## src/hdl/sbc_pkg.sv

```systemverilog
// constants and types for the sensorless commutation block
package sbc_pkg;
  // the resonator is the block clock
  localparam int CLK_FREQ_HZ = 25_000_000;
  localparam int RES_FREQ_HZ = 25_000_000;
  localparam int CHECK_PERIODS = 512;
  localparam int CHECK_CYCLES = CHECK_PERIODS * (CLK_FREQ_HZ / RES_FREQ_HZ);
  localparam int WIN_W = 9;
  localparam logic [WIN_W-1:0] CHECK_LAST = WIN_W'(CHECK_CYCLES - 1);
  localparam int FST_CNT_BITS = 14;
  localparam int FST_EXP = FST_CNT_BITS + 3;
  localparam int STEPS_PER_TURN = 6;
  // start frequency is res/(6*2^exp); one of six steps lasts 2^exp periods
  localparam int FST_STEP_PERIODS = (STEPS_PER_TURN * (1 << FST_EXP)) / STEPS_PER_TURN;
  localparam int FST_STEP_CYCLES = FST_STEP_PERIODS * (CLK_FREQ_HZ / RES_FREQ_HZ);
  localparam int TMR_W = 20;
  localparam logic [TMR_W-1:0] TMR_MAX = {TMR_W{1'b1}};
  localparam logic [TMR_W-1:0] TMR_ZERO = '0;
  localparam logic [1:0] ZC_TO_NORMAL = 2'h2;
  localparam logic [2:0] STEP_FIRST = 3'h0;
  localparam logic [2:0] STEP_LAST = 3'h5;
  localparam int PH_U = 0;
  localparam int PH_V = 1;
  localparam int PH_W = 2;
  // register map, byte addresses
  localparam int ADDR_W = 4;
  localparam logic [ADDR_W-1:0] ADDR_CTRL = 4'h0;
  localparam logic [ADDR_W-1:0] ADDR_STATUS = 4'h4;
  localparam logic [ADDR_W-1:0] ADDR_PERIOD = 4'h8;
  localparam int CTRL_W = 5;
  localparam logic [CTRL_W-1:0] CTRL_RESET = 5'h10;
  localparam logic [1:0] RESP_OKAY = 2'h0;
  localparam logic [1:0] RESP_SLVERR = 2'h2;
  typedef enum logic [1:0] {LEAD_0 = 2'h0, LEAD_7P5 = 2'h1, LEAD_15 = 2'h2, LEAD_30 = 2'h3} sbc_lead_t;
  typedef enum logic [1:0] {ST_STOP = 2'h0, ST_FORCED = 2'h1, ST_NORMAL = 2'h2} sbc_state_t;
  typedef enum logic [1:0] {SEL_CTRL = 2'h0, SEL_STATUS = 2'h1, SEL_PERIOD = 2'h2, SEL_NONE = 2'h3} sbc_sel_t;
  // control register, msb first: lap120 alt_form rev_dir advance_sel_bit1 advance_sel_bit0
  typedef struct packed {logic lap120; logic alt; logic rev; logic [1:0] adv;} sbc_cfg_t;
  // phase masks, bit index is PH_U/PH_V/PH_W
  typedef struct packed {logic [2:0] hi; logic [2:0] lo;} sbc_drive_t;
  typedef struct packed {logic [2:0] hi_n; logic [2:0] lo;} sbc_pins_t;
  localparam sbc_pins_t PINS_OFF = '{hi_n: 3'h7, lo: 3'h0};
  typedef struct packed {logic [1:0] lead; logic oc; logic [2:0] step; logic normal; logic run;} sbc_status_t;
endpackage

```

## src/hdl/sbc_sync.sv

```systemverilog
// three-stage pin synchroniser with agreement filter
`timescale 1ns/1ps
module sbc_sync #(
  parameter int W = 1,
  parameter logic [W-1:0] INIT = '0
) (
  input wire logic aclk,
  input wire logic aresetn,
  input wire logic [W-1:0] din,
  output logic [W-1:0] dout
);
  logic [W-1:0] s1_reg;
  logic [W-1:0] s2_reg;
  logic [W-1:0] s3_reg;
  logic [W-1:0] out_reg;
  wire [W-1:0] differ = s2_reg ^ s3_reg;

  always_ff @(posedge aclk) begin
    if (!aresetn) begin
      s1_reg <= INIT;
      s2_reg <= INIT;
      s3_reg <= INIT;
      out_reg <= INIT;
    end else begin
      s1_reg <= din;
      s2_reg <= s1_reg;
      s3_reg <= s2_reg;
      // a change counts only once stages two and three agree
      out_reg <= (~differ & s2_reg) | (differ & out_reg);
    end
  end

  assign dout = out_reg;
endmodule

```

## src/hdl/sbc_top.sv

```systemverilog
// sensorless three-phase commutation logic with AXI4-Lite control
//
// Behaviour
// RQ1 - upper switch outputs are low for on, high for off.
// RQ2 - lower switch outputs are high for on, low for off.
// RQ3 - one position input carries the majority of the three terminal voltages.
// RQ4 - after start, step forced patterns regardless of rotor position.
// RQ5 - valid position edges end forced stepping; back-EMF then times commutation.
// RQ6 - forced step rate is resonator over six times two to seventeen.
// RQ7 - external PWM gates the turn-on outputs.
// RQ8 - position is sampled only on PWM rising edges.
// RQ9 - PWM source runs well above electrical frequency, suited to power stage.
// RQ10 - position change confirmed by two consecutive PWM rising edge samples.
// RQ11 - output form select picks one of two PWM forms.
// RQ12 - over-current rise cuts the chopped switch until next PWM pulse.
// RQ13 - lead angle zero while forced, selected lead once normal.
// RQ14 - both lead bits high gives thirty degrees in forced mode too.
// RQ15 - lap select high gives plain 120 degree conduction.
// RQ16 - lap select low stretches turn-on for overlap, lead dependent.
// RQ17 - zero PWM duty is recognised as stop.
// RQ18 - an applied PWM on-level is recognised as start.
// RQ19 - start/stop checked every 512 periods, acting on two agreeing checks.
// RQ20 - lead pair codes 0, 7.5, 15 and 30 degrees.
// RQ21 - form low chops upper only; high alternates upper and lower.
// RQ22 - direction high runs U, W, V; low runs U, V, W.
// RQ23 - PWM input is active low; source never holds it low permanently.
// RQ24 - while stopped all outputs off and state back to forced start.
`timescale 1ns/1ps
module sbc_top #(
  parameter int FORCE_STEP_CYCLES = sbc_pkg::FST_STEP_CYCLES
) (
  input wire logic aclk,
  input wire logic aresetn,
  input wire logic [sbc_pkg::ADDR_W-1:0] s_axi_awaddr,
  input wire logic s_axi_awvalid,
  output logic s_axi_awready,
  input wire logic [31:0] s_axi_wdata,
  input wire logic [3:0] s_axi_wstrb,
  input wire logic s_axi_wvalid,
  output logic s_axi_wready,
  output logic [1:0] s_axi_bresp,
  output logic s_axi_bvalid,
  input wire logic s_axi_bready,
  input wire logic [sbc_pkg::ADDR_W-1:0] s_axi_araddr,
  input wire logic s_axi_arvalid,
  output logic s_axi_arready,
  output logic [31:0] s_axi_rdata,
  output logic [1:0] s_axi_rresp,
  output logic s_axi_rvalid,
  input wire logic s_axi_rready,
  input wire logic pwm_n_in,
  input wire logic position_in,
  input wire logic overcurrent_in,
  output logic u_high_side_on_n,
  output logic u_low_side_on,
  output logic v_high_side_on_n,
  output logic v_low_side_on,
  output logic w_high_side_on_n,
  output logic w_low_side_on
);
  localparam logic [sbc_pkg::TMR_W-1:0] FORCE_LAST = sbc_pkg::TMR_W'(FORCE_STEP_CYCLES - 1);

  function automatic sbc_pkg::sbc_sel_t reg_sel(input logic [sbc_pkg::ADDR_W-1:0] a);
    logic [sbc_pkg::ADDR_W-1:0] w;
    w = {a[sbc_pkg::ADDR_W-1:2], 2'h0};
    if (w == sbc_pkg::ADDR_CTRL) return sbc_pkg::SEL_CTRL;
    else if (w == sbc_pkg::ADDR_STATUS) return sbc_pkg::SEL_STATUS;
    else if (w == sbc_pkg::ADDR_PERIOD) return sbc_pkg::SEL_PERIOD;
    else return sbc_pkg::SEL_NONE;
  endfunction

  // high side walks U,V,W forward; stepping backwards gives U,W,V
  function automatic logic [2:0] next_step(input logic [2:0] s, input logic rev);
    if (rev) return (s == sbc_pkg::STEP_FIRST) ? sbc_pkg::STEP_LAST : s - 3'h1; // RQ22
    else return (s == sbc_pkg::STEP_LAST) ? sbc_pkg::STEP_FIRST : s + 3'h1; // RQ22
  endfunction

  function automatic sbc_pkg::sbc_drive_t step_drive(input logic [2:0] s);
    case (s)
      3'h0: return '{hi: 3'h1, lo: 3'h2};
      3'h1: return '{hi: 3'h1, lo: 3'h4};
      3'h2: return '{hi: 3'h2, lo: 3'h4};
      3'h3: return '{hi: 3'h2, lo: 3'h1};
      3'h4: return '{hi: 3'h4, lo: 3'h1};
      3'h5: return '{hi: 3'h4, lo: 3'h2};
      default: return '0;
    endcase
  endfunction

  // a 60 degree interval p gives 30=p/2, 15=p/4, 7.5=p/8
  function automatic logic [sbc_pkg::TMR_W-1:0] lead_time(input logic [sbc_pkg::TMR_W-1:0] p,
                                                         input logic [1:0] lead);
    case (lead)
      sbc_pkg::LEAD_0: return sbc_pkg::TMR_ZERO; // RQ20
      sbc_pkg::LEAD_7P5: return p >> 3; // RQ20
      sbc_pkg::LEAD_15: return p >> 2; // RQ20
      sbc_pkg::LEAD_30: return p >> 1; // RQ20
      default: return sbc_pkg::TMR_ZERO;
    endcase
  endfunction

  // pin inputs, pwm idles high (off)
  logic [2:0] pins_s;
  sbc_sync #(.W(3), .INIT(3'h5)) u_sync (
    .aclk(aclk),
    .aresetn(aresetn),
    .din({overcurrent_in, position_in, pwm_n_in}),
    .dout(pins_s)
  );
  wire pwm_n_s = pins_s[0];
  wire pos_s = pins_s[1]; // RQ3
  wire oc_s = pins_s[2];
  wire pwm_on = ~pwm_n_s; // RQ23

  sbc_pkg::sbc_cfg_t cfg_reg;
  sbc_pkg::sbc_state_t state_reg, state_next;
  logic [2:0] step_reg, step_next;
  logic pwm_n_prev_reg, oc_prev_reg, oc_block_reg;
  logic samp_reg, samp_prev_reg, pos_conf_reg;
  logic [sbc_pkg::WIN_W-1:0] win_cnt_reg;
  logic seen_on_reg, det_prev_reg, run_reg;
  logic [1:0] zc_cnt_reg;
  logic [sbc_pkg::TMR_W-1:0] force_cnt_reg, ivl_cnt_reg, period_reg;
  logic [sbc_pkg::TMR_W-1:0] dly_cnt_reg, ovl_cnt_reg;
  logic dly_arm_reg;
  sbc_pkg::sbc_drive_t prev_drv_reg;
  sbc_pkg::sbc_pins_t pins_reg;

  // edges of the filtered pins
  wire pwm_rise = pwm_n_s & ~pwm_n_prev_reg; // RQ8
  wire pwm_pulse = ~pwm_n_s & pwm_n_prev_reg;
  wire oc_rise = oc_s & ~oc_prev_reg;
  // a new level must be seen at two successive rising edges
  wire zc = pwm_rise & (pos_s == samp_reg) & (samp_reg != pos_conf_reg); // RQ10

  // start/stop window
  wire win_tick = (win_cnt_reg == sbc_pkg::CHECK_LAST);
  wire det = seen_on_reg | pwm_on; // RQ17 RQ18
  wire det_agree = win_tick & (det == det_prev_reg); // RQ19

  // effective lead and commutation timing
  wire lead_30 = (cfg_reg.adv == sbc_pkg::LEAD_30);
  wire [1:0] lead_eff = (state_reg == sbc_pkg::ST_NORMAL) ? cfg_reg.adv : // RQ13
                        (lead_30 ? sbc_pkg::LEAD_30 : sbc_pkg::LEAD_0); // RQ14
  wire [sbc_pkg::TMR_W-1:0] half_ivl = ivl_cnt_reg >> 1;
  wire [sbc_pkg::TMR_W-1:0] lead_amt = lead_time(ivl_cnt_reg, lead_eff);
  wire [sbc_pkg::TMR_W-1:0] dly_load = half_ivl - lead_amt; // RQ5
  // lap stretch: an eighth of the interval plus half the lead
  wire [sbc_pkg::TMR_W-1:0] lap_amt = (period_reg >> 3) + (lead_time(period_reg, cfg_reg.adv) >> 1);
  wire [sbc_pkg::TMR_W-1:0] ovl_load = cfg_reg.lap120 ? sbc_pkg::TMR_ZERO : lap_amt; // RQ15 RQ16
  wire force_step = (state_reg == sbc_pkg::ST_FORCED) & (force_cnt_reg == FORCE_LAST); // RQ6
  wire norm_step = (state_reg == sbc_pkg::ST_NORMAL) & dly_arm_reg & (dly_cnt_reg == sbc_pkg::TMR_ZERO);
  wire commute = force_step | norm_step;
  wire stall = (state_reg == sbc_pkg::ST_NORMAL) & (ivl_cnt_reg == sbc_pkg::TMR_MAX);

  always_comb begin
    state_next = state_reg;
    step_next = step_reg;
    case (state_reg)
      sbc_pkg::ST_STOP: begin
        step_next = sbc_pkg::STEP_FIRST; // RQ24
        if (run_reg) state_next = sbc_pkg::ST_FORCED; // RQ4
      end
      sbc_pkg::ST_FORCED: begin
        if (commute) step_next = next_step(step_reg, cfg_reg.rev); // RQ4
        if (zc && (zc_cnt_reg == sbc_pkg::ZC_TO_NORMAL - 2'h1)) state_next = sbc_pkg::ST_NORMAL; // RQ5
      end
      sbc_pkg::ST_NORMAL: begin
        if (commute) step_next = next_step(step_reg, cfg_reg.rev); // RQ5
        // motor lost: fall back to blind stepping
        if (stall) state_next = sbc_pkg::ST_FORCED;
      end
      default: state_next = sbc_pkg::ST_STOP;
    endcase
    if (!run_reg) state_next = sbc_pkg::ST_STOP; // RQ24
  end

  // output shaping
  sbc_pkg::sbc_drive_t cur_drv, raw_drv, drv;
  sbc_pkg::sbc_pins_t pins_next;
  wire chop_lo = cfg_reg.alt & step_reg[0]; // RQ11 RQ21
  wire chop_hi = ~chop_lo; // RQ21
  wire gate = pwm_on & ~oc_block_reg; // RQ7 RQ12
  assign cur_drv = step_drive(step_reg);
  assign raw_drv = (ovl_cnt_reg != sbc_pkg::TMR_ZERO) ? (cur_drv | prev_drv_reg) : cur_drv; // RQ16
  assign drv.hi = raw_drv.hi & {3{~chop_hi | gate}}; // RQ7
  assign drv.lo = raw_drv.lo & {3{~chop_lo | gate}}; // RQ7
  assign pins_next = (state_reg == sbc_pkg::ST_STOP) ? sbc_pkg::PINS_OFF : '{hi_n: ~drv.hi, lo: drv.lo}; // RQ1 RQ2

  always_ff @(posedge aclk) begin
    if (!aresetn) begin
      state_reg <= sbc_pkg::ST_STOP;
      step_reg <= sbc_pkg::STEP_FIRST;
      pins_reg <= sbc_pkg::PINS_OFF;
    end else begin
      state_reg <= state_next;
      step_reg <= step_next;
      pins_reg <= pins_next;
    end
  end

  // edge history, position sampling, over-current latch
  always_ff @(posedge aclk) begin
    if (!aresetn) begin
      pwm_n_prev_reg <= 1'b1;
      oc_prev_reg <= 1'b1;
      oc_block_reg <= 1'b0;
      samp_reg <= 1'b0;
      samp_prev_reg <= 1'b0;
      pos_conf_reg <= 1'b0;
    end else begin
      pwm_n_prev_reg <= pwm_n_s;
      oc_prev_reg <= oc_s;
      // set wins over the clear at the next pulse
      if (oc_rise) oc_block_reg <= 1'b1; // RQ12
      else if (pwm_pulse) oc_block_reg <= 1'b0; // RQ12
      if (pwm_rise) begin
        samp_reg <= pos_s; // RQ8
        samp_prev_reg <= samp_reg;
      end
      if (zc) pos_conf_reg <= pos_s; // RQ10
    end
  end

  // start/stop detection
  always_ff @(posedge aclk) begin
    if (!aresetn) begin
      win_cnt_reg <= '0;
      seen_on_reg <= 1'b0;
      det_prev_reg <= 1'b0;
      run_reg <= 1'b0;
    end else begin
      win_cnt_reg <= win_tick ? '0 : win_cnt_reg + 1'b1; // RQ19
      seen_on_reg <= win_tick ? 1'b0 : det;
      if (win_tick) det_prev_reg <= det;
      if (det_agree) run_reg <= det; // RQ17 RQ18 RQ19
    end
  end

  // commutation timers
  always_ff @(posedge aclk) begin
    if (!aresetn || state_reg == sbc_pkg::ST_STOP) begin
      zc_cnt_reg <= '0;
      force_cnt_reg <= '0;
      ivl_cnt_reg <= '0;
      period_reg <= '0;
      dly_cnt_reg <= '0;
      dly_arm_reg <= 1'b0;
      ovl_cnt_reg <= '0;
      prev_drv_reg <= '0;
    end else begin
      force_cnt_reg <= force_step ? '0 : force_cnt_reg + 1'b1; // RQ6
      if (zc) begin
        ivl_cnt_reg <= '0;
        period_reg <= ivl_cnt_reg;
        dly_cnt_reg <= dly_load; // RQ13 RQ14
        dly_arm_reg <= 1'b1;
        if (zc_cnt_reg != sbc_pkg::ZC_TO_NORMAL) zc_cnt_reg <= zc_cnt_reg + 2'h1;
      end else begin
        if (ivl_cnt_reg != sbc_pkg::TMR_MAX) ivl_cnt_reg <= ivl_cnt_reg + 1'b1;
        if (dly_cnt_reg != sbc_pkg::TMR_ZERO) dly_cnt_reg <= dly_cnt_reg - 1'b1;
        if (norm_step) dly_arm_reg <= 1'b0;
      end
      if (commute) begin
        prev_drv_reg <= cur_drv;
        ovl_cnt_reg <= norm_step ? ovl_load : sbc_pkg::TMR_ZERO; // RQ15 RQ16
      end else if (ovl_cnt_reg != sbc_pkg::TMR_ZERO) begin
        ovl_cnt_reg <= ovl_cnt_reg - 1'b1;
      end
    end
  end

  assign u_high_side_on_n = pins_reg.hi_n[sbc_pkg::PH_U];
  assign v_high_side_on_n = pins_reg.hi_n[sbc_pkg::PH_V];
  assign w_high_side_on_n = pins_reg.hi_n[sbc_pkg::PH_W];
  assign u_low_side_on = pins_reg.lo[sbc_pkg::PH_U];
  assign v_low_side_on = pins_reg.lo[sbc_pkg::PH_V];
  assign w_low_side_on = pins_reg.lo[sbc_pkg::PH_W];

  // AXI4-Lite slave: address and data latched independently
  logic aw_full_reg, w_full_reg, bvalid_reg, rvalid_reg;
  logic [sbc_pkg::ADDR_W-1:0] awaddr_reg;
  logic [31:0] wdata_reg, rdata_reg;
  logic [3:0] wstrb_reg;
  logic [1:0] bresp_reg, rresp_reg;
  sbc_pkg::sbc_status_t status;
  assign status = '{lead: lead_eff, oc: oc_block_reg, step: step_reg,
                    normal: (state_reg == sbc_pkg::ST_NORMAL), run: run_reg};
  wire aw_take = s_axi_awvalid & ~aw_full_reg;
  wire w_take = s_axi_wvalid & ~w_full_reg;
  wire do_write = aw_full_reg & w_full_reg & ~bvalid_reg;
  wire ar_take = s_axi_arvalid & ~rvalid_reg;
  wire sbc_pkg::sbc_sel_t wsel = reg_sel(awaddr_reg);
  wire sbc_pkg::sbc_sel_t rsel = reg_sel(s_axi_araddr);
  logic [31:0] rmux;
  always_comb begin
    case (rsel)
      sbc_pkg::SEL_CTRL: rmux = 32'(cfg_reg);
      sbc_pkg::SEL_STATUS: rmux = 32'(status);
      sbc_pkg::SEL_PERIOD: rmux = 32'(period_reg);
      default: rmux = 32'h0;
    endcase
  end

  always_ff @(posedge aclk) begin
    if (!aresetn) begin
      aw_full_reg <= 1'b0;
      w_full_reg <= 1'b0;
      awaddr_reg <= '0;
      wdata_reg <= 32'h0;
      wstrb_reg <= 4'h0;
    end else begin
      if (aw_take) awaddr_reg <= s_axi_awaddr;
      if (w_take) wdata_reg <= s_axi_wdata;
      if (w_take) wstrb_reg <= s_axi_wstrb;
      aw_full_reg <= do_write ? 1'b0 : (aw_full_reg | aw_take);
      w_full_reg <= do_write ? 1'b0 : (w_full_reg | w_take);
    end
  end

  always_ff @(posedge aclk) begin
    if (!aresetn) begin
      cfg_reg <= sbc_pkg::CTRL_RESET;
      bvalid_reg <= 1'b0;
      bresp_reg <= sbc_pkg::RESP_OKAY;
    end else begin
      if (do_write && wsel == sbc_pkg::SEL_CTRL && wstrb_reg[0]) cfg_reg <= wdata_reg[sbc_pkg::CTRL_W-1:0];
      if (do_write) bresp_reg <= (wsel == sbc_pkg::SEL_NONE) ? sbc_pkg::RESP_SLVERR : sbc_pkg::RESP_OKAY;
      bvalid_reg <= do_write | (bvalid_reg & ~s_axi_bready);
    end
  end

  always_ff @(posedge aclk) begin
    if (!aresetn) begin
      rvalid_reg <= 1'b0;
      rdata_reg <= 32'h0;
      rresp_reg <= sbc_pkg::RESP_OKAY;
    end else begin
      if (ar_take) rdata_reg <= rmux;
      if (ar_take) rresp_reg <= (rsel == sbc_pkg::SEL_NONE) ? sbc_pkg::RESP_SLVERR : sbc_pkg::RESP_OKAY;
      rvalid_reg <= ar_take | (rvalid_reg & ~s_axi_rready);
    end
  end

  assign s_axi_awready = ~aw_full_reg;
  assign s_axi_wready = ~w_full_reg;
  assign s_axi_bvalid = bvalid_reg;
  assign s_axi_bresp = bresp_reg;
  assign s_axi_arready = ~rvalid_reg;
  assign s_axi_rvalid = rvalid_reg;
  assign s_axi_rdata = rdata_reg;
  assign s_axi_rresp = rresp_reg;
endmodule

```

## config.mk

```make
export PLATFORM = sky130hd
export DESIGN_NAME = sbc_top
export DESIGN_NICKNAME = d
export VERILOG_FILES = /design/src/hdl/sbc_pkg.sv /design/src/hdl/sbc_sync.sv /design/src/hdl/sbc_top.sv
export SDC_FILE = /design/constraint.sdc
export NUM_CORES = 1
export LEC_CHECK = 0
export BUFFER_PORTS_ARGS = -buffer_cell sky130_fd_sc_hd__clkbuf_2
export CAP_MARGIN = 20
export CORE_ASPECT_RATIO = 1.5
export CORE_UTILIZATION = 62
export CTS_BUF_LIST = sky130_fd_sc_hd__clkbuf_2
export DETAILED_ROUTE_END_ITERATION = 10
export GPL_ROUTABILITY_DRIVEN = 0
export PLACE_DENSITY = 0.92
export SYNTH_ARGS = -nofsm -noshare
export SYNTH_HDL_FRONTEND = slang
export SYNTH_SLANG_ARGS = --single-unit
```

## constraint.sdc

```tcl
create_clock -name aclk -period 4 [get_ports aclk]
set_input_delay 0.8 -clock aclk [delete_from_list [all_inputs] [get_ports aclk]]
set_output_delay 0.8 -clock aclk [all_outputs]
set_load 0.005 [all_outputs]
```

==> results.sh, run 1 <==
export IMPL_status="complete, no violations"
export IMPL_fill_cells=1280
export IMPL_track_usage_pct=29.0
export IMPL_path_cells="buf_4, mux2_2, a22o_1, ha_1, inv_1, o31ai_1, a221oi_1, or4_1, a31o_2, o21ai_0"
export IMPL_syn_inst=1322
export IMPL_synth_edf_count=0
export IMPL_dp_cells=1518
export IMPL_grt_pass1_wl_mm=41.6
export IMPL_wl_met2_mm=13.0
export IMPL_syn_avg_cell_area_um2=8.21
export IMPL_drt_antenna_violating_nets=0
export IMPL_cp_data_arrival_time_ns=4.42
export IMPL_cts_htree_levels=4
export IMPL_hold_depth=2
export IMPL_rsz0062_at_grt="false"
export IMPL_dr_max_layer_used="met4"
export IMPL_seq_power_share_pct=63.3
export IMPL_crit_type="reg2reg"
export IMPL_dp_hpwl_mm=18.5
export IMPL_postCtsSetupBuffers=0
export IMPL_fin_crit_sh_pct=92.4
export IMPL_grt_overflow_total=0
export IMPL_antenna_found_initial=1
export IMPL_worstSkewPairLatency_ns=0.83
export IMPL_via_per_inst=6.25
export IMPL_portBuffers=52
export IMPL_worstSetupPathDepth=10
export IMPL_m1WireLength_mm=9.87
export IMPL_crit_path_end_kind="flip-flop"
export IMPL_cts_max_path_buffers=2
export IMPL_root_buffer="clkbuf_2"
export IMPL_grt_max_degree=64
export IMPL_report_final_setup_viol=0
export IMPL_drv_slew=0
export IMPL_min_period_ns=3.69
export IMPL_power_frac_clock_pct=33.6
export IMPL_power_switching_mw=0.857
export IMPL_wl_per_cell_um=16.3
export IMPL_worstPathRequired_ns=4.72
export IMPL_mostFrequentLayoutCell="dfxtp_1"
export IMPL_r2r_start="cfg_reg[0]"
export IMPL_power_leakage_nw=4.64
export IMPL_timing_final_hold_violations=0
export IMPL_async_flop_share_pct=0
export IMPL_cts_buffers=17
export IMPL_vdd_drop_max_v=0.000215
export IMPL_synth_seq_cells=188
export IMPL_swShare_pct=28.3
export IMPL_crit_family="compound AO/OA/AOI/OAI gates"
export IMPL_intPower_mw=2.17
export IMPL_rr_worst_depth=10
export IMPL_slowest_stage="dfxtp_1"
export IMPL_synth_area_mm2=0.0109
export IMPL_hold_path_class="in2reg"
export IMPL_start_kind="flip-flop"
export IMPL_final_setup_tns_ns=0
export IMPL_ys_types=68
export IMPL_vias=9689
export IMPL_min_from="overcurrent_in"
export IMPL_final_nets=1432
export IMPL_clock_fmax_ghz=0.271
export IMPL_numClockSinks=188
export IMPL_die_w_um=110
export IMPL_crit_start="cfg_reg[0]"
export IMPL_drc=0
export IMPL_clk_pin_slew_ns=0.34
export IMPL_synth_flop_cell="dfxtp_1"
export IMPL_syn2layout_area_growth_pct=5.16
export IMPL_crit_fanout=16
export IMPL_timing_slew_headroom_pct=33.8
export IMPL_cts_hold_buf=0
export IMPL_rows=58
export IMPL_die_y_um=164
export IMPL_first_iter_violations=833
export IMPL_ios=101
export IMPL_dieArea_mm2=0.0181
export IMPL_met3_length_mm=1.12
export IMPL_wirelength_mm=25.3
export IMPL_skew_ns=0.0653
export IMPL_grt_pass1_vias=9201
export IMPL_cts_tree="done"
export IMPL_drv_cap=0
export IMPL_path_buf_inv=2
export IMPL_instances_no_fill=1551
export IMPL_synth_warnings=0
export IMPL_combinationalPowerShare_pct=3.1
export IMPL_tightest_slew_ns=0.983
export IMPL_initial_utilization_pct=63.9
export IMPL_critPathMaxStageDelay_ns=0.68
export IMPL_cts_resized_gates=0
export IMPL_p_per_area_mw_per_mm2=265
export IMPL_fp_coreArea_mm2=0.0170
export IMPL_layout_drive_gt1_share_pct=10.3
export IMPL_final_cell_mix="dfxtp_1, nand2_1, nor2_1"
export IMPL_dr_pass1_iters=7
export IMPL_seq_area_frac_synth_pct=34.7
[layout make-up]
| class | count | area, µm² | area share [%] |
|---|---|---|---|
| Antenna cell | 1 | 2.50 | 0.0219 |
| Clock buffer | 17 | 85.1 | 0.745 |
| Clock inverter | 15 | 188 | 1.64 |
| Inverter | 30 | 113 | 0.986 |
| Multi-Input combinational cell | 1019 | 6600 | 57.8 |
| Sequential cell | 188 | 3760 | 33.0 |
| Tap cell | 210 | 263 | 2.30 |
| Timing Repair Buffer | 71 | 403 | 3.53 |
[worst reg2reg max path: cells and delay by family, from the launching register on]
family,cells,cell delay (ns)
mux,1,0.36
compound gates,5,1.36
simple gates,1,0.52
flops,1,0.68
buf+inv,2,0.37
fa+ha+maj,1,0.34
[cells by family after synthesis]
| kind of cell | count (synthesis) | share of synthesized area (%) |
|---|---|---|
| AOI/OAI and AO/OA | 314 | 19.7 |
| xor gates and xnor gates | 86 | 6.94 |
| and+or+nand+nor | 509 | 23.3 |
| buffers and inverters | 128 | 5.02 |
| DFF | 188 | 34.7 |
| other | 1 | 0.0345 |
| adders and majority gates | 51 | 6.02 |
| muxes | 45 | 4.36 |
[power groups by stage]
| stage | logic [mW] | registers [mW] | clock network, mW |
|---|---|---|---|
| after floorplan | 0.0700 | 1.94 | 0 |
| after global placement | 0.0887 | 1.94 | 0 |
| after detailed placement | 0.0921 | 1.95 | 0 |
| after CTS | 0.0926 | 1.92 | 1.03 |
| after global routing | 0.103 | 1.92 | 1.11 |
| final | 0.0936 | 1.92 | 1.02 |
[per-stage QoR]
stage	utilization [%]	hold slack, ns	setup WS [ns]	cell area [µm²]	power [mW]
2_1_floorplan	-	0.386	0.487	10900	2.01
3_3_place_gp	65.6	0.387	0.498	11100	2.03
3_5_place_dp	65.6	0.392	0.440	11100	2.04
4_1_cts	67.2	0.0877	0.361	11400	3.04
5_1_grt	67.2	0.0608	0.127	11400	3.13
6_report	67.2	0.126	0.305	11400	3.03
[metal layers]
metal  up-vias  global-route usage (%)
met3       105                    5.24
met1      4579                    31.2
met4         0                    17.9
met5         -                       0
met2       321                    51.5
li1       4684                       -
[path summary, 6_finish.rpt]
path                            slack [ns]          endpoint
worst max-delay path                  0.31   ovl_cnt_reg[17]
worst min register to register        0.45  u_sync.s2_reg[1]
worst min-delay path                  0.13  u_sync.s1_reg[2]
worst max register to register        0.31   ovl_cnt_reg[17]
[cells in the mapped netlist (8+ instances only)]
| master | count | area, µm² |
|---|---|---|
| clkbuf_1 | 70 | 263 |
| buf_4 | 16 | 120 |
| nor2_1 | 129 | 484 |
| a22o_1 | 34 | 298 |
| a211oi_1 | 13 | 97.6 |
| or3_1 | 13 | 81.3 |
| nor4_1 | 17 | 106 |
| a21boi_0 | 12 | 90.1 |
| nor2b_1 | 39 | 244 |
| o21a_1 | 11 | 82.6 |
| and3_1 | 14 | 87.6 |
| o21ai_0 | 45 | 225 |
| o211ai_1 | 12 | 90.1 |
| a21oi_1 | 81 | 405 |
| a22oi_1 | 36 | 270 |
| nand2_1 | 141 | 529 |
| xor2_1 | 39 | 342 |
| buf_1 | 8 | 30.0 |
| inv_1 | 30 | 113 |
| nand4_1 | 17 | 106 |
| a21o_1 | 17 | 128 |
| nor3_1 | 38 | 190 |
| ha_1 | 49 | 613 |
| mux2i_1 | 27 | 270 |
| nand3_1 | 32 | 160 |
| nand2b_1 | 23 | 144 |
| xnor2_1 | 47 | 412 |
| mux2_2 | 18 | 203 |
| dfxtp_1 | 188 | 3760 |
Power figures use the tool's default switching activity.
==> run 2: changes to the inputs <==
--- a/config.mk
+++ b/config.mk
@@ -8,11 +8,11 @@
 export BUFFER_PORTS_ARGS = -buffer_cell sky130_fd_sc_hd__clkbuf_2
 export CAP_MARGIN = 20
 export CORE_ASPECT_RATIO = 1.5
-export CORE_UTILIZATION = 62
+export CORE_UTILIZATION = 43
 export CTS_BUF_LIST = sky130_fd_sc_hd__clkbuf_2
 export DETAILED_ROUTE_END_ITERATION = 10
 export GPL_ROUTABILITY_DRIVEN = 0
-export PLACE_DENSITY = 0.92
+export PLACE_DENSITY = 0.7
 export SYNTH_ARGS = -nofsm -noshare
 export SYNTH_HDL_FRONTEND = slang
 export SYNTH_SLANG_ARGS = --single-unit
==> constraint.sdc (replaced) <==
create_clock -name aclk -period 3.5 [get_ports aclk]
set_input_delay 0.7 -clock aclk [delete_from_list [all_inputs] [get_ports aclk]]
set_output_delay 0.7 -clock aclk [all_outputs]
set_load 0.005 [all_outputs]
==> run 2 against run 1 <==
Compared with the run above: clock power increased by 9%; via count decreased by 3.4%; worst setup slack got worse by 0.14 ns; global-route usage down 9.1 points; register-to-register slack worse by 0.14 ns; maximum frequency rose by 11%; utilization down 20 points; final area is 2.4% higher; critical path type unchanged; largest cell class unchanged; largest power group unchanged.
==> results.sh, run 2 (synthesis results as in run 1) <==
export IMPL_die_w_um=132
export IMPL_rows=70
export IMPL_worstPathRequired_ns=4.22
export IMPL_power_switching_mw=0.898
export IMPL_final_setup_tns_ns=0
export IMPL_layout_area_seq_mm2=0.00376
export IMPL_drv_cap=0
export IMPL_cts_tree="done"
export IMPL_min_period_ns=3.33
export IMPL_numClockSinks=188
export IMPL_power_frac_clock_pct=32.6
export IMPL_combinationalPowerShare_pct=3.2
export IMPL_wl_per_cell_um=15.0
export IMPL_start_kind="flip-flop"
export IMPL_wl_met2_mm=13.0
export IMPL_vias=9361
export IMPL_drt_antenna_violating_nets=0
export IMPL_mostFrequentLayoutCell="dfxtp_1"
export IMPL_rsz0062_at_grt="false"
export IMPL_crit_fanout=6
export IMPL_dp_hpwl_mm=18.8
export IMPL_seq_power_share_pct=64.2
export IMPL_via_per_inst=5.57
export IMPL_clock_fmax_ghz=0.300
export IMPL_first_iter_violations=435
export IMPL_drc=0
export IMPL_report_final_setup_viol=0
export IMPL_grt_overflow_total=0
export IMPL_drv_slew=0
export IMPL_cp_data_arrival_time_ns=4.05
export IMPL_p_per_area_mw_per_mm2=291
export IMPL_cts_buffers=17
export IMPL_crit_type="reg2reg"
export IMPL_track_usage_pct=19.9
export IMPL_tightest_slew_ns=0.924
export IMPL_clk_pin_slew_ns=0.28
export IMPL_cts_max_path_buffers=2
export IMPL_p_total_mw=3.40
export IMPL_reg2reg_slack_ns=0.17
export IMPL_initial_utilization_pct=44.1
export IMPL_portBuffers=52
export IMPL_met3_length_um=693
export IMPL_grt_pass1_vias=8980
export IMPL_dr_max_layer_used="met4"
export IMPL_utilization_pct=47.5
export IMPL_crit_path_end_kind="flip-flop"
export IMPL_ios=101
export IMPL_worstSkewPairLatency_ns=0.82
export IMPL_skew_ns=0.0584
export IMPL_vdd_drop_max_v=0.000256
export IMPL_root_buffer="clkbuf_2"
export IMPL_fill_cells=2423
export IMPL_layout_drive_gt1_share_pct=11.5
export IMPL_dr_pass1_iters=6
export IMPL_timing_final_hold_violations=0
export IMPL_antenna_found_initial=1
export IMPL_final_nets=1448
export IMPL_intPower_mw=2.50
export IMPL_timing_slew_headroom_pct=38.3
export IMPL_fin_crit_sh_pct=95.1
export IMPL_multiInputGateArea_mm2=0.00663
export IMPL_m1WireLength_mm=10.7
export IMPL_grt_max_degree=63
export IMPL_final_cell_mix="dfxtp_1, nand2_1, nor2_1"
export IMPL_wirelength_mm=25.2
export IMPL_cts_htree_levels=4
export IMPL_die_y_um=197
export IMPL_hold_path_class="in2reg"
export IMPL_fp_coreArea_mm2=0.0246
export IMPL_grt_pass1_wl_mm=42.5
export IMPL_dieArea_mm2=0.0259
export IMPL_power_leakage_nw=4.71
export IMPL_status="complete, no violations"
export IMPL_syn2layout_area_growth_pct=7.72
export IMPL_swShare_pct=26.4
[run 2: final cells by class]
| class | instances | share of cell area, % |
|---|---|---|
| Tap cell | 324 | 3.47 |
| Clock inverter | 14 | 1.35 |
| Timing Repair Buffer | 87 | 4.64 |
| Clock buffer | 17 | 0.727 |
| Antenna cell | 1 | 0.0214 |
| Sequential cell | 188 | 32.2 |
| Multi-Input combinational cell | 1019 | 56.7 |
| Inverter | 30 | 0.963 |
[run 2: routing by layer]
metal  vias up  GRT usage [%]
li1       4714              -
met1      4408           22.5
met2       184           36.8
met3        55           2.60
met4         0           9.17
met5         -              0
[run 2: path summary, 6_finish.rpt]
check / end / cells after the start / from
min: aw_full_reg / 3 / s_axi_awvalid
max: ovl_cnt_reg[14] / 11 / cfg_reg[0]
min reg2reg: u_sync.s2_reg[0] / 1 / u_sync.s1_reg[0]
max reg2reg: ovl_cnt_reg[14] / 11 / cfg_reg[0]
[run 2: power groups by stage]
| stage | Combinational (mW) | Sequential [mW] | Clock [mW] |
|---|---|---|---|
| final | 0.108 | 2.19 | 1.11 |
| after global routing | 0.120 | 2.19 | 1.23 |
| after CTS | 0.109 | 2.19 | 1.15 |
| after detailed placement | 0.106 | 2.22 | 0 |
| after global placement | 0.104 | 2.22 | 0 |
| after floorplan | 0.0801 | 2.22 | 0 |
[run 2: what timing repair did]
action	in CTS	in global routing
hold buffers	3	0
buffers inserted	0	0
endpoints found under the hold margin	3	0
gates resized for setup	0	6
setup endpoints to repair	0	8
[run 2: critical path: stages (launching register included)]
cell and delay [ns]:
dfxtp_1 0.53, mux2_2 0.37, a22o_1 0.18, ha_1 0.22
fa_1 0.44, a211o_1 0.30, a211o_1 0.30, and4b_1 0.22
o21ai_0 0.29, buf_4 0.18, nand4_1 0.09, a31oi_1 0.16
[run 2: per-stage QoR]
stage | instances | worst slack (ns) | hold WS, ns | area, µm²
final | 1680 | 0.170 | 0.0998 | 11700
after detailed placement | 1645 | 0.239 | 0.401 | 11400
after global routing | 1680 | 0.0262 | 0.0163 | 11700
after floorplan | 1335 | 0.113 | 0.386 | 10900
after global placement | 1645 | 0.266 | 0.391 | 11400
after CTS | 1679 | 0.168 | 0.00659 | 11700
